### config.mk
export PLATFORM = sky130hd
export DESIGN_NAME = mhx_top
export DESIGN_NICKNAME = d
export VERILOG_FILES = /design/src/inc/mhx_pkg.sv /design/src/inc/mhx_xt_if.sv /design/src/hw/mhx_extract.sv /design/src/hw/mhx_top.sv
export VERILOG_INCLUDE_DIRS = /design/src /design/src/inc
export SDC_FILE = /design/constraint.sdc
export NUM_CORES = 2
export LEC_CHECK = 0
export ABC_AREA = 1
export BUFFER_PORTS_ARGS = -buffer_cell sky130_fd_sc_hd__buf_2
export CORE_UTILIZATION = 52
export DETAILED_ROUTE_END_ITERATION = 8
export PLACE_DENSITY = 0.69
export SKIP_LAST_GASP = 1
export SYNTH_ARGS = -nofsm -noshare
export SYNTH_HDL_FRONTEND = slang
export SYNTH_HIERARCHICAL = 1
export SYNTH_SLANG_ARGS = --single-unit
### constraint.sdc
create_clock -name clk_sys -period 23.8 [get_ports clk_sys]
set_input_delay 7.14 -clock clk_sys [delete_from_list [all_inputs] [get_ports clk_sys]]
set_output_delay 7.14 -clock clk_sys [all_outputs]
set_load 0.01 [all_outputs]
### src/inc/mhx_cfg.svh
`ifndef MHX_CFG_SVH
`define MHX_CFG_SVH
`define MHX_ADDR_OPND 8'h00
`define MHX_ADDR_CMD 8'h04
`define MHX_ADDR_STAT 8'h08
`define MHX_ADDR_DREG 8'h0C
`define MHX_ADDR_ACC0_LO 8'h10
`define MHX_ADDR_ACC0_HI 8'h14
`define MHX_ADDR_ACC1_LO 8'h18
`define MHX_ADDR_ACC1_HI 8'h1C
`define MHX_CMD_MODE_LSB 0
`define MHX_CMD_MIXED 3
`define MHX_CMD_UNIT 4
`define MHX_CMD_OP_LSB 5
`define MHX_CMD_HALF 7
`define MHX_CMD_PAIR_LSB 8
`define MHX_PAIR_FORBIDDEN 2'h3
`define MHX_ST_RES_OV 0
`define MHX_ST_RES_STK 1
`define MHX_ST_ACC_OV0 2
`define MHX_ST_CMD_ERR 6
`define MHX_ST_RND 8
`define MHX_STAT_RESET 9'h000
`define MHX_FRAC_SPECIAL 16'h8000
`define MHX_FRAC_SAT 34'h0_7FFF_FFFF
`define MHX_RND_HALF 16'h8000
`endif

### src/inc/mhx_pkg.sv
package mhx_pkg;
  typedef enum logic [2:0] {
    MHX_DEFAULT,
    MHX_TFU,
    MHX_SCALED_ROUNDED_FRAC_MODE,
    MHX_SCALED_SIGNED_INT_MODE,
    MHX_IH
  } mhx_mode_t;
  typedef enum logic [1:0] {
    MHX_OP_LOAD,
    MHX_OP_ADD,
    MHX_OP_SUB
  } mhx_op_t;
endpackage

### src/inc/mhx_xt_if.sv
`timescale 1ns/1ps
interface mhx_xt_if;
  logic [39:0] acc;
  mhx_pkg::mhx_mode_t mode;
  logic unbiased;
  logic [15:0] half;
  logic sat;
  modport mac (output acc, output mode, output unbiased, input half, input sat);
  modport ext (input acc, input mode, input unbiased, output half, output sat);
endinterface

### src/hw/mhx_extract.sv
`timescale 1ns/1ps
`include "mhx_cfg.svh"
module mhx_extract (
  mhx_xt_if.ext xt // Accumulator in, half word out
);
  logic signed [41:0] x;
  logic signed [42:0] r;
  logic signed [26:0] v;
  logic do_rnd;
  logic [15:0] inc;
  // Works on a copy only, so the accumulator is untouched
  always_comb begin
    x = {{2{xt.acc[39]}}, xt.acc};
    do_rnd = 1'b1;
    unique case (xt.mode)
      mhx_pkg::MHX_DEFAULT: x = {{2{xt.acc[39]}}, xt.acc};
      mhx_pkg::MHX_TFU: begin
        x = {2'b00, xt.acc};
        do_rnd = 1'b0;
      end
      mhx_pkg::MHX_SCALED_ROUNDED_FRAC_MODE: x = {xt.acc[39], xt.acc, 1'b0};
      mhx_pkg::MHX_SCALED_SIGNED_INT_MODE: begin
        x = {{9{xt.acc[15]}}, xt.acc[15:0], 17'h0_0000};
        do_rnd = 1'b0;
      end
      mhx_pkg::MHX_IH: x = {{2{xt.acc[39]}}, xt.acc};
      default: x = {{2{xt.acc[39]}}, xt.acc};
    endcase
  end
  // Unbiased: an exact half rounds toward the even result
  always_comb begin
    inc = 16'h0000;
    if (do_rnd) begin
      if (!(xt.unbiased && x[15:0] == `MHX_RND_HALF && !x[16])) begin
        inc = `MHX_RND_HALF;
      end
    end
  end
  assign r = {x[41], x} + {27'h000_0000, inc};
  assign v = r[42:16];
  always_comb begin
    xt.half = v[15:0];
    xt.sat = 1'b0;
    if (xt.mode == mhx_pkg::MHX_TFU) begin
      if (v > 27'sh000_FFFF) begin
        xt.half = 16'hFFFF;
        xt.sat = 1'b1;
      end
    end else if (v > 27'sh000_7FFF) begin
      xt.half = 16'h7FFF;
      xt.sat = 1'b1;
    end else if (v < -27'sh000_8000) begin
      xt.half = 16'h8000;
      xt.sat = 1'b1;
    end
  end
endmodule

### src/hw/mhx_top.sv
`timescale 1ns/1ps
`include "mhx_cfg.svh"
module mhx_top #(
  parameter int ADDR_W = 8
) (
  input wire logic clk_sys, // Core clock
  input wire logic reset, // Async reset, high
  input wire logic [ADDR_W-1:0] addr, // Byte address
  input wire logic [31:0] wr_data, // Write data
  input wire logic wr_en, // Write strobe
  input wire logic rd_en, // Read strobe
  output logic [31:0] rd_data, // Read data, next cycle
  output logic [31:0] dreg_out, // Destination data register
  output logic done_pulse // Operation executed
);
  // Decode uses addr[7:0], so narrower buses cannot reach the map
  if (ADDR_W < 8) begin : g_addr_chk
    $error("ADDR_W too small for the register map");
  end

  logic [31:0] rd_data_q;
  logic [31:0] dreg_q;
  logic done_q;
  logic [15:0] src0_q;
  logic [15:0] src1_q;
  logic res_ov_q;
  logic res_stk_q;
  logic cmd_err_q;
  logic rnd_bit_q;
  logic [39:0] acc_q [2];
  logic acc_ov_q [2];
  logic acc_stk_q [2];

  logic cmd_wr;
  logic [2:0] mode_raw;
  mhx_pkg::mhx_mode_t mode;
  logic mixed;
  logic unit;
  mhx_pkg::mhx_op_t op;
  logic [1:0] op_raw;
  logic half_hi;
  logic [1:0] pair;
  logic cmd_ok;
  logic a_signed;
  logic b_signed;
  logic frac_shift;
  logic special;
  logic signed [16:0] a17;
  logic signed [16:0] b17;
  logic signed [33:0] prod;
  logic signed [33:0] prod_c;
  logic signed [41:0] prod_x;
  logic signed [41:0] acc_x;
  logic signed [41:0] sum;
  logic signed [41:0] lim_lo;
  logic signed [41:0] lim_hi;
  logic signed [41:0] clamped;
  logic acc_sat;
  logic [39:0] acc_sel;
  logic [39:0] acc_new;

  mhx_xt_if xt ();

  assign cmd_wr = wr_en && addr[7:0] == `MHX_ADDR_CMD;
  assign mode_raw = wr_data[`MHX_CMD_MODE_LSB +: 3];
  assign mode = mhx_pkg::mhx_mode_t'(mode_raw);
  assign mixed = wr_data[`MHX_CMD_MIXED];
  assign unit = wr_data[`MHX_CMD_UNIT];
  assign op_raw = wr_data[`MHX_CMD_OP_LSB +: 2];
  assign op = mhx_pkg::mhx_op_t'(op_raw);
  assign half_hi = wr_data[`MHX_CMD_HALF];
  assign pair = wr_data[`MHX_CMD_PAIR_LSB +: 2];

  // Bad commands are dropped whole and only flag an error
  always_comb begin
    cmd_ok = 1'b1;
    if (mode_raw > 3'(mhx_pkg::MHX_IH)) begin
      cmd_ok = 1'b0;
    end
    if (op_raw == 2'h3) begin
      cmd_ok = 1'b0;
    end
    if (mixed && !unit) begin
      cmd_ok = 1'b0;
    end
    if (pair == `MHX_PAIR_FORBIDDEN) begin
      cmd_ok = 1'b0;
    end
  end

  // Operand signedness
  always_comb begin
    a_signed = 1'b1;
    b_signed = 1'b1;
    if (mixed) begin
      a_signed = 1'b1;
      b_signed = 1'b0;
    end else if (mode == mhx_pkg::MHX_TFU) begin
      a_signed = 1'b0;
      b_signed = 1'b0;
    end
  end

  assign a17 = {a_signed & src0_q[15], src0_q};
  assign b17 = {b_signed & src1_q[15], src1_q};
  assign prod = a17 * b17;

  // Only signed fraction modes get the one-bit shift correction
  always_comb begin
    frac_shift = 1'b0;
    if (!mixed) begin
      if (mode == mhx_pkg::MHX_DEFAULT || mode == mhx_pkg::MHX_SCALED_ROUNDED_FRAC_MODE) begin
        frac_shift = 1'b1;
      end
    end
  end

  assign special = frac_shift && src0_q == `MHX_FRAC_SPECIAL
    && src1_q == `MHX_FRAC_SPECIAL;

  always_comb begin
    prod_c = prod;
    if (special) begin
      prod_c = `MHX_FRAC_SAT;
    end else if (frac_shift) begin
      prod_c = prod <<< 1;
    end
  end

  // Unsigned products are non-negative, so sign extension zero-fills
  assign prod_x = {{8{prod_c[33]}}, prod_c};

  assign acc_sel = unit ? acc_q[1] : acc_q[0];

  always_comb begin
    if (mode == mhx_pkg::MHX_TFU) begin
      acc_x = {2'b00, acc_sel};
    end else begin
      acc_x = {{2{acc_sel[39]}}, acc_sel};
    end
  end

  // 42 bits hold any sum of a 40-bit value and a 34-bit product
  always_comb begin
    unique case (op)
      mhx_pkg::MHX_OP_LOAD: sum = prod_x;
      mhx_pkg::MHX_OP_ADD: sum = acc_x + prod_x;
      mhx_pkg::MHX_OP_SUB: sum = acc_x - prod_x;
      default: sum = prod_x;
    endcase
  end

  always_comb begin
    lim_lo = -42'sh080_0000_0000;
    lim_hi = 42'sh07F_FFFF_FFFF;
    unique case (mode)
      mhx_pkg::MHX_DEFAULT: lim_lo = -42'sh080_0000_0000;
      mhx_pkg::MHX_TFU: begin
        lim_lo = 42'sh000_0000_0000;
        lim_hi = 42'sh0FF_FFFF_FFFF;
      end
      mhx_pkg::MHX_SCALED_ROUNDED_FRAC_MODE: lim_lo = -42'sh080_0000_0000;
      mhx_pkg::MHX_SCALED_SIGNED_INT_MODE: lim_lo = -42'sh080_0000_0000;
      mhx_pkg::MHX_IH: begin
        lim_lo = -42'sh000_8000_0000;
        lim_hi = 42'sh000_7FFF_FFFF;
      end
      // Codes above 4 reach here between commands; they are refused anyway
      default: lim_lo = -42'sh080_0000_0000;
    endcase
  end

  // Special product counts as an accumulator saturation
  always_comb begin
    clamped = sum;
    acc_sat = special;
    if (sum > lim_hi) begin
      clamped = lim_hi;
      acc_sat = 1'b1;
    end else if (sum < lim_lo) begin
      clamped = lim_lo;
      acc_sat = 1'b1;
    end
  end

  assign acc_new = clamped[39:0];

  // Extraction sees the freshly written accumulator value
  assign xt.acc = acc_new;
  assign xt.mode = mode;
  assign xt.unbiased = rnd_bit_q;

  mhx_extract u_extract (
    .xt(xt.ext)
  );

  // Operand register
  always_ff @(posedge clk_sys or posedge reset) begin
    if (reset) begin
      src0_q <= 16'h0000;
      src1_q <= 16'h0000;
    end else if (wr_en && addr[7:0] == `MHX_ADDR_OPND) begin
      src0_q <= wr_data[15:0];
      src1_q <= wr_data[31:16];
    end
  end

  // Accumulators and their flags, one set per unit
  for (genvar u = 0; u < 2; u++) begin : g_unit
    logic hit;
    assign hit = cmd_wr && cmd_ok && unit == 1'(u);
    always_ff @(posedge clk_sys or posedge reset) begin
      if (reset) begin
        acc_q[u] <= 40'h00_0000_0000;
      end else if (hit) begin
        acc_q[u] <= acc_new;
      end
    end
    always_ff @(posedge clk_sys or posedge reset) begin
      if (reset) begin
        acc_ov_q[u] <= 1'b0;
      end else if (hit) begin
        acc_ov_q[u] <= acc_sat;
      end
    end
    // Set beats a software clear in the same cycle
    always_ff @(posedge clk_sys or posedge reset) begin
      if (reset) begin
        acc_stk_q[u] <= 1'b0;
      end else if (hit && acc_sat) begin
        acc_stk_q[u] <= 1'b1;
      end else if (wr_en && addr[7:0] == `MHX_ADDR_STAT
        && wr_data[`MHX_ST_ACC_OV0 + 2 * u + 1]) begin
        acc_stk_q[u] <= 1'b0;
      end
    end
  end

  // Result overflow pair
  always_ff @(posedge clk_sys or posedge reset) begin
    if (reset) begin
      res_ov_q <= 1'b0;
    end else if (cmd_wr && cmd_ok) begin
      res_ov_q <= xt.sat;
    end
  end

  always_ff @(posedge clk_sys or posedge reset) begin
    if (reset) begin
      res_stk_q <= 1'b0;
    end else if (cmd_wr && cmd_ok && xt.sat) begin
      res_stk_q <= 1'b1;
    end else if (wr_en && addr[7:0] == `MHX_ADDR_STAT
      && wr_data[`MHX_ST_RES_STK]) begin
      res_stk_q <= 1'b0;
    end
  end

  always_ff @(posedge clk_sys or posedge reset) begin
    if (reset) begin
      cmd_err_q <= 1'b0;
    end else if (cmd_wr && !cmd_ok) begin
      cmd_err_q <= 1'b1;
    end else if (wr_en && addr[7:0] == `MHX_ADDR_STAT
      && wr_data[`MHX_ST_CMD_ERR]) begin
      cmd_err_q <= 1'b0;
    end
  end

  // Rounding-mode bit lives in the status word, software owned
  always_ff @(posedge clk_sys or posedge reset) begin
    if (reset) begin
      rnd_bit_q <= 1'b0;
    end else if (wr_en && addr[7:0] == `MHX_ADDR_STAT) begin
      rnd_bit_q <= wr_data[`MHX_ST_RND];
    end
  end

  // A command changes only the addressed half and keeps the other; a DREG write replaces the whole word
  always_ff @(posedge clk_sys or posedge reset) begin
    if (reset) begin
      dreg_q <= 32'h0000_0000;
    end else if (cmd_wr && cmd_ok) begin
      if (half_hi) begin
        dreg_q[31:16] <= xt.half;
      end else begin
        dreg_q[15:0] <= xt.half;
      end
    end else if (wr_en && addr[7:0] == `MHX_ADDR_DREG) begin
      dreg_q <= wr_data;
    end
  end

  always_ff @(posedge clk_sys or posedge reset) begin
    if (reset) begin
      done_q <= 1'b0;
    end else begin
      done_q <= cmd_wr && cmd_ok;
    end
  end

  // Read port; unmapped addresses read zero
  always_ff @(posedge clk_sys or posedge reset) begin
    if (reset) begin
      rd_data_q <= 32'h0000_0000;
    end else if (rd_en) begin
      unique case (addr[7:0])
        `MHX_ADDR_OPND: rd_data_q <= {src1_q, src0_q};
        `MHX_ADDR_STAT: rd_data_q <= {23'h00_0000, rnd_bit_q, 1'b0, cmd_err_q,
          acc_stk_q[1], acc_ov_q[1], acc_stk_q[0], acc_ov_q[0],
          res_stk_q, res_ov_q};
        `MHX_ADDR_DREG: rd_data_q <= dreg_q;
        `MHX_ADDR_ACC0_LO: rd_data_q <= acc_q[0][31:0];
        `MHX_ADDR_ACC0_HI: rd_data_q <= {24'h00_0000, acc_q[0][39:32]};
        `MHX_ADDR_ACC1_LO: rd_data_q <= acc_q[1][31:0];
        `MHX_ADDR_ACC1_HI: rd_data_q <= {24'h00_0000, acc_q[1][39:32]};
        default: rd_data_q <= 32'h0000_0000;
      endcase
    end else begin
      rd_data_q <= 32'h0000_0000;
    end
  end

  assign rd_data = rd_data_q;
  assign dreg_out = dreg_q;
  assign done_pulse = done_q;
endmodule

* Yosys cells after proc, flatten, opt, wreduce, memory -nomap -nowiden
Cells that the tools add are included.
** Storage, ports and cells
- Bits in registers :: 185
- Output and inout port bits :: 65
** Operators by class
- $mul :: 1
- Eq/ne operators :: 20
- Muxes and demuxes :: 45
- $add $sub $neg :: 3
- Bitwise operators :: 3
- Order comparisons :: 6
- Reduce and logical (&&, ||, !) cells :: 34
** Operators by type and width (count)
- 32-bit one-hot mux with 7 select lines :: 1
- 42-bit one-hot mux with 2 select lines :: 2
- 16-bit two-way mux :: 8
- 42-bit one-hot mux with 3 select lines :: 1
- 40-bit two-way mux :: 3
- 32-bit two-way mux :: 3
- 40-bit one-hot mux with 2 select lines :: 1
- 34-bit two-way mux :: 2
- 16-bit == test (second input constant) :: 3
- 42-bit by 17-bit adder with 43-bit output :: 1
- 42-bit by 34-bit adder with 42-bit output :: 1
- 42-bit by 41-bit > comparator with 1-bit output :: 1
- 42-bit < comparator :: 1
- 42-bit two-way mux :: 1
- 42-bit by 34-bit subtractor with 42-bit output :: 1
- 17-bit by 17-bit multiplier with 34-bit output :: 1
- 8-bit by 5-bit == test with 1-bit output (second input constant) :: 4
- 27-bit by 16-bit > comparator with 1-bit output (second input constant) :: 1
- 27-bit by 17-bit > comparator with 1-bit output (second input constant) :: 1
- 27-bit by 16-bit < comparator with 1-bit output (second input constant) :: 1
- 1-bit two-way mux :: 23
- 1-bit logical AND :: 20
- 8-bit by 4-bit == test with 1-bit output (second input constant) :: 2
- 2-bit nonzero test :: 5
- other kinds (16) :: 24

* Longest topological paths before layout
- Word-level depth :: 25
- Depth in mapped cells :: 96
- Depth with buffers taken out :: 91

* By module
Netlist, hierarchy kept.
** Modules (own cells, without submodules)
- mhx_top :: cells each 3553, area each 25918.6 µm², instances 1
- mhx_extract :: cells each 352, area each 1858.0 µm², instances 1

* Worst setup path before layout
No wires, ideal clock.
- Path kind :: input -> register
- Start :: in wr_data[0]
- End :: reg dreg_q[28] (netlist: dreg_out[28])
- Arrival :: 19.866 ns
- Setup time :: 0.140 ns
- Slack :: 3.794 ns
- Buffers on the path :: 4
- Stages on the path :: 83
- Path through :: inv_1 > nor3_1 > inv_1 > nand3_1 > clkbuf_1 > nor2_1 > fa_1 > inv_1 > fa_1 > fa_1 > fa_1 > fa_1 > fa_1 > inv_1 > ha_1 > a21oi_1 > o21ai_0 > o21bai_1 > [47 not listed] > ha_1 > inv_1 > nor2_2 > nand2_1 > clkinv_1 > nand3b_1 > nand2_1 > nor2_4 > nand3_2 > o21ai_2 > nand2_2 > nand2_4 > buf_6 > nand2_2 > nand2_1 > o21ai_0 > nor2_1 > a21oi_1
** Between the ends
- Longest elaborated chain between the ends :: 25
** Ends and longest elaborated chain
- from (decl) :: line mhx_top.sv:9 : input wire logic [31:0] wr_data,
- 3-bit by 1-bit == test with 1-bit output, or another cell as far along :: line mhx_top.sv:98, mhx_top.sv:136, mhx_top.sv:156
- 1-bit two-way mux or 1-bit logical OR (tied branches) :: line mhx_top.sv:98, mhx_top.sv:112
- 1-bit two-way mux (on tied branches) :: line mhx_top.sv:95, mhx_top.sv:112
- 1-bit bitwise AND, or another cell as far along :: line mhx_top.sv:104 : assign a17 = {a_signed & src0_q[15], src0_q};
- 17-bit by 17-bit multiplier with 34-bit output or 1-bit logical AND (tied branches)
- 34-bit two-way mux or 1-bit logical AND (tied branches)
- 34-bit two-way mux :: line mhx_top.sv:123 : if (special) begin
- 42-bit by 34-bit subtractor with 42-bit output or 42-bit by 34-bit adder with 42-bit output (tied branches) :: line mhx_top.sv:148, mhx_top.sv:147
- [4 not listed]
- net clamped[6] :: line mhx_top.sv:57 : logic signed [41:0] clamped;
- [6 not listed]
- 42-bit by 17-bit adder with 43-bit output (*) :: line mhx_extract.sv:39 : assign r = {x[41], x} + {27'h000_0000, inc};
- 27-bit by 16-bit < comparator with 1-bit output :: line mhx_extract.sv:52 : end else if (v < -27'sh000_8000) begin
- 16-bit two-way mux :: line mhx_extract.sv:52
- 16-bit two-way mux :: line mhx_extract.sv:49 : end else if (v > 27'sh000_7FFF) begin
- 16-bit two-way mux (*) :: line mhx_extract.sv:44 : if (xt.mode == mhx_pkg::MHX_TFU) begin
- net xt.half[12] :: line mhx_xt_if.sv:6 : logic [15:0] half;
- 16-bit two-way mux (*) :: line mhx_top.sv:284 : if (half_hi) begin
- 32-bit two-way mux (*) :: line mhx_top.sv:283 : end else if (cmd_wr && cmd_ok) begin
- to (signal assigned) :: line mhx_top.sv:285 : dreg_q[31:16] <= xt.half;
- to (signal assigned) :: line mhx_top.sv:290 : dreg_q <= wr_data;
- to (decl) :: line mhx_top.sv:22 : logic [31:0] dreg_q;
The timed path passes the listed nets; every way through them passes the cells marked *. The select of a mux whose other input is x is not followed.
A chain may end at the register's enable or synchronous reset.

* Final worst setup path
- Start :: in wr_data[1]
- End :: reg dreg_q[18] (netlist: dreg_out[18])
The elaborated chain is that of the path after synthesis.

==> flow_metrics.py <==
metrics = {
    "yosys": {
        "synth_edf_count": 0,
        "synth_nets": 4391,
        "ys_async_sr_fraction_pct": 100.0,
        "syn_avg_cell_area_sq_um": 7.113,
        "yosysWarnings": 6,
        "synth.ff_latch_count": 185,
        "synth_top_area_share_pct": 21.41,
        "synth_cell_type_count": 68,
        "syn-instance-count": 3905,
        "yosysTopAreaCell": "fa_1",
        "synth_area_leaders": "fa_1, dfrtp_1, nand2_1",
        "synth_ff_type": "dfrtp_1",
        "mappedNetlistArea_sq_um": 27780,
        "yosysSeqAreaShare_pct": 16.67,
    },
    "critical_path": {
        "required_ns": 24.10,
        "cp_common_cell": "nand2_1",
        "cp_max_fo": 41,
        "cp.arrival_ns": 22.74,
        "worstSetupPathType": "in2reg",
        "cpPeakStageDelay_ns": 0.85,
        "worst_setup_path_start_kind": "input pin",
        "critPathSlowestCell": "fa_1",
        "end_kind": "flop",
    },
    "floorplan": {
        "ioPinCount": 109,
        "die_h_microns": 233.1,
        "start_util_pct": 52.75,
        "rows": 84,
        "die_w_microns": 233.1,
        "core_area_sq_um": 52660,
        "die_area_sq_um": 54340,
    },
    "cts": {
        "path_clk_slew_ns": 0.08,
        "clock_latency_ns": 0.45,
        "cts_hold_buf": 0,
        "cts_sinks": 185,
        "cts_made_buffers": 17,
        "cts_tree": "done",
        "root_buffer": "clkbuf_16",
        "htree_levels": 4,
        "ctsLongestPathBuffers": 2,
    },
    "sta": {
        "setup_ws_ns": 1.360,
        "post-route-period-util_pct": 94.28,
        "fin_crit_ns": 22.44,
        "worst_pin_slew_ns": 1.268,
        "fmax_mhz": 44.56,
        "maxSlewViolCount": 0,
        "final-hold-violation-count": 0,
        "finalSetupViolCount": 0,
        "final.setup.tns_ns": 0,
        "finalClockSkew_ns": 0.01709,
        "rsz0062_at_grt": "false",
        "slew_headroom_pct": 15.46,
    },
    "drt": {
        "avgRoutedWirePerCell_microns": 20.25,
        "vias_per_cell": 5.627,
        "drt_first_iter_violations": 2872,
        "drtPass1Iterations": 6,
        "vias": 25940,
        "remaining_drc_errors": 0,
        "drt_wl_total_microns": 93380,
        "ant_nets": 0,
    },
    "grt": {
        "grt_first_pass_wirelength_microns": 145000,
        "antenna_found_initial": 1,
        "grt_overflow": 0,
        "grt_max_degree": 119,
        "grt_usage_pct": 35.08,
        "grt_pass1_vias": 24780,
    },
    "layout": {
        "area_growth_syn_to_layout_pct": 5.419,
        "regArea_sq_um": 4629,
        "layout_common_cells": "nand2_1, inv_1, fa_1",
        "multi_input_area_sq_um": 19580,
        "final_common_cell": "nand2_1",
        "drive_gt1_share_pct": 10.20,
        "fillers": 5141,
        "final_nets": 4395,
    },
    "min_path": {
        "hold_class": "reg2reg",
    },
    "outcome": {
        "outcome": "finished clean",
    },
    "flow_run": {
        "drv_cap": 0,
    },
    "placed_design": {
        "port_buffers": 108,
        "dp_hpwl_microns": 74980,
        "gp_congestion": 0.9974,
        "dp_slack_ns": 1.006,
    },
}
logic make-up (layout without fill, tap and decap cells):
group | after synthesis | count (layout) | synth area share (%)
compound gates | 486 | 486 | 10.41
xor+xnor | 80 | 80 | 2.523
fa+ha+maj | 442 | 442 | 27.94
buf+inv | 908 | 925 | 12.95
flops | 185 | 185 | 16.67
mux | 5 | 5 | 0.1982
other cells | 0 | 1 | 0
simple gates | 1799 | 1799 | 29.32
worst max-delay path: cells and delay by family:
family	cells	cell delay, ns
buffers and inverters	10	1.67
adders and majority gates	10	4.50
AOI/OAI and AO/OA	11	1.86
and+or+nand+nor	50	7.48
synthesized netlist by cell type (26+ instances only):
master      n
inv_1     726
ha_1      145
clkbuf_1   88
dfrtp_1   185
xnor2_1    34
nand2_2    61
nand3_2    26
o21ai_0   128
xor2_1     46
a21oi_1   116
nor2_1    286
a31oi_1    42
o21ai_1    67
nand3_1   219
fa_1      297
nand4_1    60
nand2_1   995
a221oi_1   32
cell type report:
type	count	area share, %
multi-input cells	2812	66.88
diodes	1	0.008546
flip-flops and latches	185	15.81
well taps	688	2.940
inverters	752	9.683
repair buffers	141	2.692
clock buffers	18	1.500
clock inverters	14	0.4914
per-stage QoR:
| stage | instance area (sq um) | cells | hold slack (ns) | util (%) |
|---|---|---|---|---|
| final | 29280 | 4611 | 0.4835 | 55.61 |
| after global routing | 29280 | 4610 | 0.4942 | 55.61 |
| after CTS | 29270 | 4610 | 0.4837 | 55.59 |
| after detailed placement | 28690 | 4578 | 0.4649 | 54.48 |
| after global placement | 28690 | 4578 | 0.4631 | 54.48 |
| after floorplan | 27780 | 3905 | 0.4488 | - |
metal layers:
layer | part of all wire, % | wire length, microns | GRT usage (%)
met5 | 0.014 | 13 | 0
met4 | 3.3 | 3035 | 10.70
met3 | 10 | 9503 | 7.959
met2 | 45 | 41580 | 53.95
met1 | 42 | 39240 | 48.95
worst paths after layout:
check | from | to | slack [ns] | cells after the start
max in group asynchronous | reset | acc_q[45] | 15.45 | 3
min in group asynchronous | reset | src1_q[15] | 6.80 | 2
min | acc_q[38] | acc_q[38] | 0.48 | 2
min reg2reg | acc_q[38] | acc_q[38] | 0.48 | 2
max reg2reg | src0_q[15] | dreg_out[18] | 7.67 | 79
max | wr_data[1] | dreg_out[18] | 1.36 | 81
registers in the layout (all words and copies together) (netlist names):
signal,cells
acc_ov_q,2
rd_data,32
acc_stk_q,2
done_pulse,1
src1_q,16
cmd_err_q,1
dreg_out,32
res_ov_q,1
acc_q,80
rnd_bit_q,1
src0_q,16
res_stk_q,1
timing repair:
action,in CTS,in global routing
resized for setup,0,2
setup endpoints to repair,0,9
hold endpoints to repair,0,0
buffers inserted,0,0
Power is left out: the tool's default activity adds up to more than one toggle a clock period on the data nets, which glitch-free logic cannot reach.
